### src/gpio_pkg.sv
`default_nettype none
package gpio_pkg;
	localparam int PORT_W = 8;
	localparam int PORT2_W = 5;
	localparam logic [7:0] DATA_RST = 8'h00;
	localparam logic [7:0] SEL_RST = 8'h00;
	localparam logic [7:0] DIR_RST = 8'h00;
	localparam logic [7:0] INP_RST = 8'h00;
	localparam logic [7:0] ADC_RST = 8'h00;
	localparam logic [7:0] LOC_RST = 8'h00;
	localparam logic [7:0] EDGE_RST = 8'h00;
	localparam logic [7:0] MASK_RST = 8'h00;
	// edge control bit positions
	localparam int EDGE_P0 = 0;
	localparam int EDGE_P1 = 1;
	localparam int EDGE_P2 = 2;
	localparam int EN_P0_LO = 3;
	localparam int EN_P0_HI = 4;
	localparam int EN_P2 = 5;
	// location control bit positions
	localparam int LOC_U0 = 0;
	localparam int LOC_U1 = 1;
	localparam int LOC_T4 = 4;
	localparam int LOC_T3 = 5;
	localparam int LOC_T1 = 6;
	// sfr write from cpu: whole byte or one bit
	typedef enum logic [1:0] {WR_NONE = 2'b00, WR_BYTE = 2'b01, WR_BIT = 2'b11} wr_kind_e;
	typedef struct packed {
		wr_kind_e kind;
		logic [1:0] port;
		logic [2:0] bit_idx;
		logic [7:0] data;
	} data_wr_s;
	typedef struct packed {
		logic [7:0] sel;
		logic [7:0] dir;
		logic [7:0] inp;
	} port_cfg_s;
	typedef struct packed {
		logic u0_rx, u0_tx, u0_cts, u0_rts;
		logic u1_rx, u1_tx, u1_cts, u1_rts;
		logic [2:0] t1;
		logic [1:0] t3;
		logic [1:0] t4;
	} periph_out_s;
endpackage
`default_nettype wire

### src/gpio_port.sv
`default_nettype none
// Operation
// RULE1: 21 pins: ports zero and one eight bits, port two five bits.
// RULE2: port data writable as whole byte or single bit.
// RULE3: function select bit 1 picks peripheral function per pin.
// RULE4: every pin is GPIO after reset.
// RULE5: pins default input; direction bit 1 makes output, changeable anytime.
// RULE6: inputs pull-up by default; input mode bit 1 removes pull.
// RULE7: GPIO inputs interrupt on rising or falling edge as selected.
// RULE8: one common interrupt enable per port.
// RULE9: port one has per-bit interrupt enables in its mask register.
// RULE10: port zero nibble enables; port two shares one enable.
// RULE11: edge control holds p0/p2 enables and edges; flag register per port.
// RULE12: all 21 pins interrupt and can wake from sleep.
// RULE13: transitions on port zero or one raise that port's DMA trigger.
// RULE14: only GPIO input transitions raise DMA triggers.
// RULE15: peripherals have two locations chosen by location control bits.
// RULE16: usart zero pin order at port zero or port one.
// RULE17: usart one pin order at port zero or port one high bits.
// RULE18: timer channels map to listed pins per location bit.
// RULE19: adc on port zero, crystal on p2 3/4, debug on p2 1/2.
// RULE20: edge sets flag always; stays until cleared; irq needs both enables.
// RULE21: analog config bit 1 makes port zero pin analog, overriding select.
module gpio_port
	import gpio_pkg::*;
(
	input wire logic CLK,
	input wire logic RESET,
	input wire logic [7:0] P0_IN,
	input wire logic [7:0] P1_IN,
	input wire logic [4:0] P2_IN,
	output logic [7:0] P0_OUT,
	output logic [7:0] P1_OUT,
	output logic [4:0] P2_OUT,
	output logic [7:0] P0_OE,
	output logic [7:0] P1_OE,
	output logic [4:0] P2_OE,
	output logic [7:0] P0_PULL_EN,
	output logic [7:0] P1_PULL_EN,
	output logic [4:0] P2_PULL_EN,
	output logic [7:0] P0_ANALOG,
	output logic [4:0] P2_ANALOG,
	input wire data_wr_s DATA_WR,
	output logic [7:0] P0_DATA,
	output logic [7:0] P1_DATA,
	output logic [4:0] P2_DATA,
	input wire port_cfg_s P0_CFG,
	input wire port_cfg_s P1_CFG,
	input wire port_cfg_s P2_CFG,
	input wire logic [7:0] ANALOG_INPUT_CONFIG,
	input wire logic [7:0] PERIPHERAL_LOCATION_CTRL,
	input wire logic [7:0] PIN_IRQ_EDGE_CONTROL,
	input wire logic [7:0] PORT_ONE_BIT_IRQ_ENABLE,
	input wire logic PORT_ZERO_COMMON_IRQ_EN,
	input wire logic PORT_ONE_COMMON_IRQ_EN,
	input wire logic PORT_TWO_COMMON_IRQ_EN,
	input wire logic XOSC_ON_PINS,
	input wire logic DEBUG_DRIVE,
	input wire logic DEBUG_DATA_OUT,
	input wire logic [7:0] FLAG0_CLR,
	input wire logic [7:0] FLAG1_CLR,
	input wire logic [4:0] FLAG2_CLR,
	output logic [7:0] PORT_ZERO_IRQ_FLAGS,
	output logic [7:0] PORT_ONE_IRQ_FLAGS,
	output logic [4:0] PORT_TWO_IRQ_FLAGS,
	output logic IRQ_P0,
	output logic IRQ_P1,
	output logic IRQ_P2,
	output logic WAKEUP,
	output logic PORT_ZERO_DMA_TRIGGER,
	output logic PORT_ONE_DMA_TRIGGER,
	input wire periph_out_s PERIPH_OUT,
	output logic U0_RX_IN,
	output logic U0_CTS_IN,
	output logic U1_RX_IN,
	output logic U1_CTS_IN,
	output logic [2:0] T1_IN,
	output logic [1:0] T3_IN,
	output logic [1:0] T4_IN,
	output logic DEBUG_DATA_IN,
	output logic DEBUG_CLOCK_IN
);
	logic [7:0] d0_q;
	logic [7:0] d1_q;
	logic [4:0] d2_q;
	logic [7:0] f0_q;
	logic [7:0] f1_q;
	logic [4:0] f2_q;
	logic [7:0] s0, s1, e0, e1, t0, t1, pu0, pu1;
	logic [4:0] s2, e2, t2, pu2;
	logic [7:0] sel0_eff;
	logic [7:0] po0, po1, oe0, oe1;
	logic [4:0] po2, oe2;

	assign sel0_eff = P0_CFG.sel & ~ANALOG_INPUT_CONFIG; // [RULE21]

	// RULE1: ports of eight, eight and five bits
	gpio_pin_ctl #(.W(PORT_W)) u_p0 (.clk(CLK), .reset(RESET), .pin_in(P0_IN),
		.sel(sel0_eff | ANALOG_INPUT_CONFIG), .dir(P0_CFG.dir), .inp(P0_CFG.inp),
		.falling(PIN_IRQ_EDGE_CONTROL[EDGE_P0]), .sync_in(s0), .edge_hit(e0), .any_trans(t0),
		.pull_en(pu0)); // [RULE1]
	gpio_pin_ctl #(.W(PORT_W)) u_p1 (.clk(CLK), .reset(RESET), .pin_in(P1_IN),
		.sel(P1_CFG.sel), .dir(P1_CFG.dir), .inp(P1_CFG.inp),
		.falling(PIN_IRQ_EDGE_CONTROL[EDGE_P1]), .sync_in(s1), .edge_hit(e1), .any_trans(t1),
		.pull_en(pu1));
	gpio_pin_ctl #(.W(PORT2_W)) u_p2 (.clk(CLK), .reset(RESET), .pin_in(P2_IN),
		.sel(P2_CFG.sel[4:0]), .dir(P2_CFG.dir[4:0]), .inp(P2_CFG.inp[4:0]),
		.falling(PIN_IRQ_EDGE_CONTROL[EDGE_P2]), .sync_in(s2), .edge_hit(e2), .any_trans(t2),
		.pull_en(pu2));

	// cpu data registers, byte or bit writes
	always_ff @(posedge CLK) begin
		if (RESET) begin
			d0_q <= DATA_RST;
			d1_q <= DATA_RST;
			d2_q <= DATA_RST[4:0];
		end else if (DATA_WR.kind == WR_BYTE) begin
			if (DATA_WR.port == 2'd0) d0_q <= DATA_WR.data; // [RULE2]
			else if (DATA_WR.port == 2'd1) d1_q <= DATA_WR.data;
			else if (DATA_WR.port == 2'd2) d2_q <= DATA_WR.data[4:0];
		end else if (DATA_WR.kind == WR_BIT) begin
			if (DATA_WR.port == 2'd0) d0_q[DATA_WR.bit_idx] <= DATA_WR.data[0]; // [RULE2]
			else if (DATA_WR.port == 2'd1) d1_q[DATA_WR.bit_idx] <= DATA_WR.data[0];
			else if (DATA_WR.port == 2'd2 && DATA_WR.bit_idx < 3'd5) d2_q[DATA_WR.bit_idx] <= DATA_WR.data[0];
		end
	end

	// peripheral output muxing; gpio where select bit is 0
	always_comb begin
		po0 = d0_q;
		po1 = d1_q;
		po2 = d2_q;
		oe0 = P0_CFG.dir & ~ANALOG_INPUT_CONFIG; // [RULE5]
		oe1 = P1_CFG.dir;
		oe2 = P2_CFG.dir[4:0];
		// timer1 [RULE18]
		if (!PERIPHERAL_LOCATION_CTRL[LOC_T1]) begin
			if (sel0_eff[2]) po0[2] = PERIPH_OUT.t1[0];
			if (sel0_eff[3]) po0[3] = PERIPH_OUT.t1[1];
			if (sel0_eff[4]) po0[4] = PERIPH_OUT.t1[2];
		end else begin
			if (P1_CFG.sel[2]) po1[2] = PERIPH_OUT.t1[0];
			if (P1_CFG.sel[1]) po1[1] = PERIPH_OUT.t1[1];
			if (P1_CFG.sel[0]) po1[0] = PERIPH_OUT.t1[2];
		end
		if (!PERIPHERAL_LOCATION_CTRL[LOC_T3]) begin
			if (P1_CFG.sel[3]) po1[3] = PERIPH_OUT.t3[0];
			if (P1_CFG.sel[4]) po1[4] = PERIPH_OUT.t3[1];
		end else begin
			if (P1_CFG.sel[6]) po1[6] = PERIPH_OUT.t3[0];
			if (P1_CFG.sel[7]) po1[7] = PERIPH_OUT.t3[1];
		end
		if (!PERIPHERAL_LOCATION_CTRL[LOC_T4]) begin
			if (P1_CFG.sel[0]) po1[0] = PERIPH_OUT.t4[0];
			if (P1_CFG.sel[1]) po1[1] = PERIPH_OUT.t4[1];
		end else begin
			if (P2_CFG.sel[0]) po2[0] = PERIPH_OUT.t4[0];
			if (P2_CFG.sel[3]) po2[3] = PERIPH_OUT.t4[1];
		end
		// usart1: rx,tx,rts,cts at bits 5,4,3,2 or 7,6,5,4 [RULE17]
		if (!PERIPHERAL_LOCATION_CTRL[LOC_U1]) begin
			if (sel0_eff[4]) po0[4] = PERIPH_OUT.u1_tx;
			if (sel0_eff[3]) po0[3] = PERIPH_OUT.u1_rts;
		end else begin
			if (P1_CFG.sel[6]) po1[6] = PERIPH_OUT.u1_tx;
			if (P1_CFG.sel[5]) po1[5] = PERIPH_OUT.u1_rts;
		end
		// usart0 has top precedence, applied last [RULE16]
		if (!PERIPHERAL_LOCATION_CTRL[LOC_U0]) begin
			if (sel0_eff[3]) po0[3] = PERIPH_OUT.u0_tx;
			if (sel0_eff[5]) po0[5] = PERIPH_OUT.u0_rts;
		end else begin
			if (P1_CFG.sel[5]) po1[5] = PERIPH_OUT.u0_tx;
			if (P1_CFG.sel[3]) po1[3] = PERIPH_OUT.u0_rts;
		end
		// crystal pins go analog and undriven [RULE19]
		if (XOSC_ON_PINS) begin
			oe2[3] = 1'b0;
			oe2[4] = 1'b0;
		end
		// debug data overrides select and direction
		if (DEBUG_DRIVE) begin
			po2[1] = DEBUG_DATA_OUT; // [RULE19]
			oe2[1] = 1'b1;
		end
	end

	// interrupt flags: set wins over clear, enables ignored [RULE20]
	always_ff @(posedge CLK) begin
		if (RESET) begin
			f0_q <= '0;
			f1_q <= '0;
			f2_q <= '0;
		end else begin
			f0_q <= (f0_q & ~FLAG0_CLR) | e0; // [RULE7]
			f1_q <= (f1_q & ~FLAG1_CLR) | e1;
			f2_q <= (f2_q & ~FLAG2_CLR) | e2; // [RULE12]
		end
	end

	// pin outputs and requests, registered
	always_ff @(posedge CLK) begin
		if (RESET) begin
			P0_OUT <= '0;
			P1_OUT <= '0;
			P2_OUT <= '0;
			P0_OE <= '0; // [RULE4] [RULE5]
			P1_OE <= '0;
			P2_OE <= '0;
			P0_PULL_EN <= '1; // [RULE6]
			P1_PULL_EN <= '1;
			P2_PULL_EN <= '1;
			P0_ANALOG <= '0;
			P2_ANALOG <= '0;
			IRQ_P0 <= 1'b0;
			IRQ_P1 <= 1'b0;
			IRQ_P2 <= 1'b0;
			WAKEUP <= 1'b0;
			PORT_ZERO_DMA_TRIGGER <= 1'b0;
			PORT_ONE_DMA_TRIGGER <= 1'b0;
		end else begin
			P0_OUT <= po0;
			P1_OUT <= po1;
			P2_OUT <= po2;
			P0_OE <= oe0; // [RULE3]
			P1_OE <= oe1;
			P2_OE <= oe2;
			P0_PULL_EN <= pu0 & ~ANALOG_INPUT_CONFIG;
			P1_PULL_EN <= pu1;
			P2_PULL_EN <= pu2 & ~{XOSC_ON_PINS, XOSC_ON_PINS, 3'b000};
			P0_ANALOG <= ANALOG_INPUT_CONFIG; // [RULE21]
			P2_ANALOG <= {XOSC_ON_PINS, XOSC_ON_PINS, 3'b000};
			// [RULE8] [RULE10] [RULE11]
			IRQ_P0 <= PORT_ZERO_COMMON_IRQ_EN &&
				((|f0_q[3:0] && PIN_IRQ_EDGE_CONTROL[EN_P0_LO]) || (|f0_q[7:4] && PIN_IRQ_EDGE_CONTROL[EN_P0_HI]));
			IRQ_P1 <= PORT_ONE_COMMON_IRQ_EN && |(f1_q & PORT_ONE_BIT_IRQ_ENABLE); // [RULE9]
			IRQ_P2 <= PORT_TWO_COMMON_IRQ_EN && PIN_IRQ_EDGE_CONTROL[EN_P2] && |f2_q; // [RULE10]
			// wake needs no clock gating decisions here; power control latches it
			WAKEUP <= |{e0, e1, e2}; // [RULE12]
			PORT_ZERO_DMA_TRIGGER <= |t0; // [RULE13] [RULE14]
			PORT_ONE_DMA_TRIGGER <= |t1;
		end
	end

	// peripheral inputs from synchronised pins [RULE15]
	always_ff @(posedge CLK) begin
		if (RESET) begin
			U0_RX_IN <= 1'b1;
			U0_CTS_IN <= 1'b1;
			U1_RX_IN <= 1'b1;
			U1_CTS_IN <= 1'b1;
			T1_IN <= '0;
			T3_IN <= '0;
			T4_IN <= '0;
			DEBUG_DATA_IN <= 1'b0;
			DEBUG_CLOCK_IN <= 1'b0;
		end else begin
			U0_RX_IN <= PERIPHERAL_LOCATION_CTRL[LOC_U0] ? s1[4] : s0[2]; // [RULE16]
			U0_CTS_IN <= PERIPHERAL_LOCATION_CTRL[LOC_U0] ? s1[2] : s0[4];
			U1_RX_IN <= PERIPHERAL_LOCATION_CTRL[LOC_U1] ? s1[7] : s0[5]; // [RULE17]
			U1_CTS_IN <= PERIPHERAL_LOCATION_CTRL[LOC_U1] ? s1[4] : s0[2];
			T1_IN <= PERIPHERAL_LOCATION_CTRL[LOC_T1] ? {s1[0], s1[1], s1[2]} : s0[4:2]; // [RULE18]
			T3_IN <= PERIPHERAL_LOCATION_CTRL[LOC_T3] ? s1[7:6] : s1[4:3];
			T4_IN <= PERIPHERAL_LOCATION_CTRL[LOC_T4] ? {s2[3], s2[0]} : s1[1:0];
			DEBUG_DATA_IN <= s2[1]; // [RULE19]
			DEBUG_CLOCK_IN <= s2[2];
		end
	end

	assign P0_DATA = d0_q;
	assign P1_DATA = d1_q;
	assign P2_DATA = d2_q;
	assign PORT_ZERO_IRQ_FLAGS = f0_q; // [RULE11]
	assign PORT_ONE_IRQ_FLAGS = f1_q;
	assign PORT_TWO_IRQ_FLAGS = f2_q;
endmodule
`default_nettype wire

### src/gpio_pin_ctl.sv
`default_nettype none
// one port: direction, pull and edge sense
module gpio_pin_ctl
	import gpio_pkg::*;
#(
	parameter int W = 8
) (
	input wire logic clk,
	input wire logic reset,
	input wire logic [W-1:0] pin_in,
	input wire logic [W-1:0] sel,
	input wire logic [W-1:0] dir,
	input wire logic [W-1:0] inp,
	input wire logic falling,
	output logic [W-1:0] sync_in,
	output logic [W-1:0] edge_hit,
	output logic [W-1:0] any_trans,
	output logic [W-1:0] pull_en
);
	logic [W-1:0] meta_q;
	logic [W-1:0] sync_q;
	logic [W-1:0] prev_q;
	always_ff @(posedge clk) begin
		if (reset) begin
			meta_q <= '1;
			sync_q <= '1;
			prev_q <= '1;
		end else begin
			meta_q <= pin_in;
			sync_q <= meta_q;
			prev_q <= sync_q;
		end
	end
	genvar i;
	generate
		for (i = 0; i < W; i++) begin : g_bit
			wire gp_in = !sel[i] && !dir[i];
			assign any_trans[i] = gp_in && (sync_q[i] ^ prev_q[i]); // [RULE14]
			assign edge_hit[i] = gp_in && (falling ? (prev_q[i] && !sync_q[i]) : (!prev_q[i] && sync_q[i])); // [RULE7]
			assign pull_en[i] = !inp[i] && !dir[i] && !sel[i]; // [RULE6]
		end
	endgenerate
	assign sync_in = sync_q;
endmodule
`default_nettype wire

### config.mk
export PLATFORM = sky130hd
export DESIGN_NAME = gpio_port
export DESIGN_NICKNAME = d
export VERILOG_FILES = /design/src/gpio_pkg.sv /design/src/gpio_port.sv /design/src/gpio_pin_ctl.sv
export SDC_FILE = /design/constraint.sdc
export NUM_CORES = 1
export LEC_CHECK = 0
export ABC_AREA = 1
export CAP_MARGIN = 40
export CORE_ASPECT_RATIO = 2
export CORE_MARGIN = 5
export CORE_UTILIZATION = 47
export CTS_CLUSTER_SIZE = 10
export DETAILED_ROUTE_END_ITERATION = 12
export DONT_BUFFER_PORTS = 1
export SYNTH_ARGS = -nofsm -noshare
export SYNTH_HDL_FRONTEND = slang
export SYNTH_SLANG_ARGS = --single-unit
### constraint.sdc
create_clock -name CLK -period 1.4 [get_ports CLK]
set_clock_uncertainty 0.05 [all_clocks]
set_input_delay 0.21 -clock CLK [delete_from_list [all_inputs] [get_ports CLK]]
set_output_delay 0.21 -clock CLK [all_outputs]
set_load 0.01 [all_outputs]
==> summary.md <==
| Metric | Value |
|---|---|
| Top post-synthesis cells by area | `dfxtp_1 (51%), nand2_1 (8.3%), inv_1 (7.2%)` |
| Crit Path Class | `register to register` |
| Fill cell count | `approximately 1400` |
| Vias in the first global route | `~7000` |
| Port Buffers | `0` |
| Initial antenna violation count | `1` |
| Commonest cells in the synthesized netlist | `dfxtp_1 (196), nand2_1 (168), inv_1 (147)` |
| CP required | `~1.7 ns` |
| CP peak stage delay | `0.34 ns` |
| CTS tree | `built` |
| Status | `finished, violations left` |
| IO Count | `321` |
| Cell area after layout | `roughly 11000 um^2` |
| Worst setup EP type | `register` |
| Critical Path Source Type | `register` |
| Root Buffer Master | `clkbuf_16` |
| Post-detailed-route count of antenna-violating nets | `0` |
| Final worst setup slack | `-0.0238 ns` |
| Die Y | `~190 um` |
| Clk buf depth | `2` |
| Gr ovfl total | `0` |
| # rows | `between 60 and 70` |
| Post-synthesis async set-or-reset flop share | `0` |
| Routed vias | `around 7000` |
| Synthesized flop and latch total | `196` |
| Crit-path slowest cell | `dfxtp_1` |
| Final Critical Period | `roughly 1.4 ns` |
| Post-DP HPWL | `around 16000 um` |
| Cell repeated most along the worst path | `nor2_1` |
| Final hold viol count | `34` |
| CP Max Fanout | `2` |
| Placed cell areas | `between 7000 and 8000 um^2` |
| Clock sink total | `slightly below 200` |
| Synth warn | `0` |
| Worst IR Drop VDD | `~0.86 mV` |
| Syn avg cell area | `between 8 and 9 um^2` |
| Yosys top cell by area | `dfxtp_1` |
| P per Cell Area | `1130 nW/um^2` |
| First-pass GRT wire length | `around 37000 um` |
| Total CTS buffers | `17` |
| Largest net degree at the start of global routing | `about 130` |
| DRT iter0 DRCs | `around 330` |
| Sequential area share after synthesis | `0.514` |
| Synth cell types | `34` |
| Synth top area share | `0.514` |
| RD Place Congestion | `roughly 0.89` |
| Worst hold slack | `-0.182 ns` |
| Sw Ratio | `0.255` |
| Psw | `roughly 3 mW` |
| Setup tns final | `-0.0238 ns` |
| WP data arrival | `approximately 1.7 ns` |
| Mapped Cells | `between 900 and 1000` |
| Hold Buf Count CTS | `slightly below 200` |
| Final Net Count | `between 1000 and 1500` |
| Internal power | `roughly 9 mW` |
| GR peak layer | `met2` |
| Core area | `16100 um^2` |
| Area Overhead vs Synth | `39.1%` |
| Worst path buffer plus inverter count | `1` |
| CP top delay family | `simple AND/OR/NAND/NOR gates` |
| MaxCap Viol Count | `0` |
| Failing checks | `negative hold slack, negative setup slack` |
| Met2 GRT Util | `0.448` |
| CTS H-tree lvls | `4` |
| Die area | `19100 um^2` |
| Worst-path clk slew | `0.08 ns` |
| GR Util met3 | `0.0666` |
| Final setup fails | `1` |
| Clk_lat worst skew | `~0.43 ns` |
| Post-Route WL | `around 24000 um` |
| Drt drc | `0` |
| Combinational Power Share | `0.096` |
| RSZ-0062 raised after global routing | `yes` |
| Share of the clock period used by the worst path | `1.02` |
| Width of the chip | `100 um` |
| Register share of total power | `0.499` |
| Share of post-route cells with drive strength above 1 | `0.139` |
| Worst Hold Class | `primary input to register` |
| Most common cell in the synthesized netlist | `dfxtp_1` |
| Post-synth EDFFs | `0` |
| DR WL/cell | `about 18 um` |
| Max-slew violations | `0` |
| Overall Global Routing Usage | `0.252` |
| Met1 Use GR | `0.277` |
| Total Power | `12.1 mW` |
| Synth Cell Area | `~7600 um^2` |
| Crit path cell chain | `inv_1 > ha_1 > or2_0 > nand3_2 > nand2_1 > nor2_1 > nand3_1 > nor2_1 > nor2_1` |
| Leakage Power | `just under 5 nW` |
| Fmax | `about 700 MHz` |
| Place WS | `-0.163 ns` |
| Clock network fraction of total power | `0.405` |
| First-pass DRT Iterations | `5` |
| Via density | `roughly 5` |
| Top_reg_cell synth | `dfxtp_1` |
| Starting Density | `0.474` |
==> area by class of cell <==
| cell class | instances | area (um^2) | share of cell area |
|---|---|---|---|
| timing repair buffer | 228 | 2220 | 0.209 |
| sequential | 196 | 3950 | 0.372 |
| clock buffer | 17 | 425 | 0.0400 |
| antenna | 1 | 2.50 | 0.000235 |
| inverter | 151 | 572 | 0.0538 |
| clock inverter | 15 | 163 | 0.0153 |
| tap | 204 | 255 | 0.0240 |
| multi-input combinational | 565 | 3040 | 0.286 |
==> layout by cell type, fill, tap and decap left out, types with 4 or more instances in the layout <==
cell type      count
dlygate4sd3_1    192
o31ai_1           14
o21ai_2            5
o21ai_0           43
nand3_1           39
o211ai_1           5
nand2_2            5
buf_4             32
dfxtp_1          181
nand3_2            6
ha_1              32
nor2_1            83
clkbuf_16         17
nor3_1            16
or2_2             46
a21oi_1           67
inv_2              6
nand2_1          163
dfxtp_2           12
inv_1            144
o21ai_1            9
nor3_2             4
inv_6              6
==> flip-flops by register name, indices dropped and copies added, names as in the netlist, 8 cells and up <==
| signal | cells |
|---|---|
| P0_ANALOG | 8 |
| P0_DATA | 8 |
| P0_OE | 8 |
| P0_OUT | 8 |
| P0_PULL_EN | 8 |
| P1_DATA | 8 |
| P1_OE | 8 |
| P1_OUT | 8 |
| P1_PULL_EN | 8 |
| PORT_ONE_IRQ_FLAGS | 8 |
| PORT_ZERO_IRQ_FLAGS | 8 |
| u_p0.meta_q | 8 |
| u_p0.prev_q | 8 |
| u_p0.sync_in | 8 |
| u_p1.meta_q | 8 |
| u_p1.prev_q | 8 |
| u_p1.sync_in | 8 |
==> power groups by stage <==
| stage | logic [mW] | registers, mW | clock network, mW |
|---|---|---|---|
| after floorplan | 0.573 | 6.09 | 0 |
| after global placement | 0.662 | 6.15 | 0 |
| after detailed placement | 0.678 | 6.15 | 0 |
| after CTS | 1.12 | 6.02 | 4.99 |
| after global routing | 1.29 | 6.04 | 5.20 |
| final | 1.15 | 6.02 | 4.88 |
==> worst paths after layout <==
kind                                    from                                 to  slack, ns  cells past startpoint
setup / recovery   u_p1.prev_q[7]$_SDFF_PP1_                  WAKEUP$_SDFF_PP0_      -0.02                      9
hold / removal                         RESET  PORT_ZERO_IRQ_FLAGS[6]$_SDFF_PP0_      -0.18                      1
setup reg to reg   u_p1.prev_q[7]$_SDFF_PP1_                  WAKEUP$_SDFF_PP0_      -0.02                      9
hold reg to reg   u_p2.sync_in[4]$_SDFF_PP1_          u_p2.prev_q[4]$_SDFF_PP1_       0.39                      2
==> logic make-up (layout without fill, tap and decap cells) <==
family	after synthesis	after routing	synth area share
other	1	4	0.000491
AND/OR/NAND/NOR	374	374	0.216
AO/OA/AOI/OAI	156	156	0.116
flip-flops	196	196	0.514
buffers and inverters	187	411	0.101
adder cells (fa/ha/maj)	32	32	0.0524
==> per-layer routing <==
layer  vias to the layer above  wire length [um]
li1                       3399                 -
met1                      3188              8910
met2                       281             12700
met3                        36              1870
met4                         0               833
met5                         -                 0
==> stage by stage <==
step           std cells   util
3_3_place_gp        1144  0.492
6_report            1377  0.660
5_1_grt             1377  0.660
2_1_floorplan        948      -
3_5_place_dp        1144  0.492
4_1_cts             1377  0.656
==> repair_timing <==
action                     4_1_cts  5_1_grt
pin swaps                        8        7
setup endpoints to repair        1       17
hold endpoints to repair       173       33
setup buffers                    4        1
resized for setup               19       29
No activity file was read; power rests on OpenSTA's default activity.
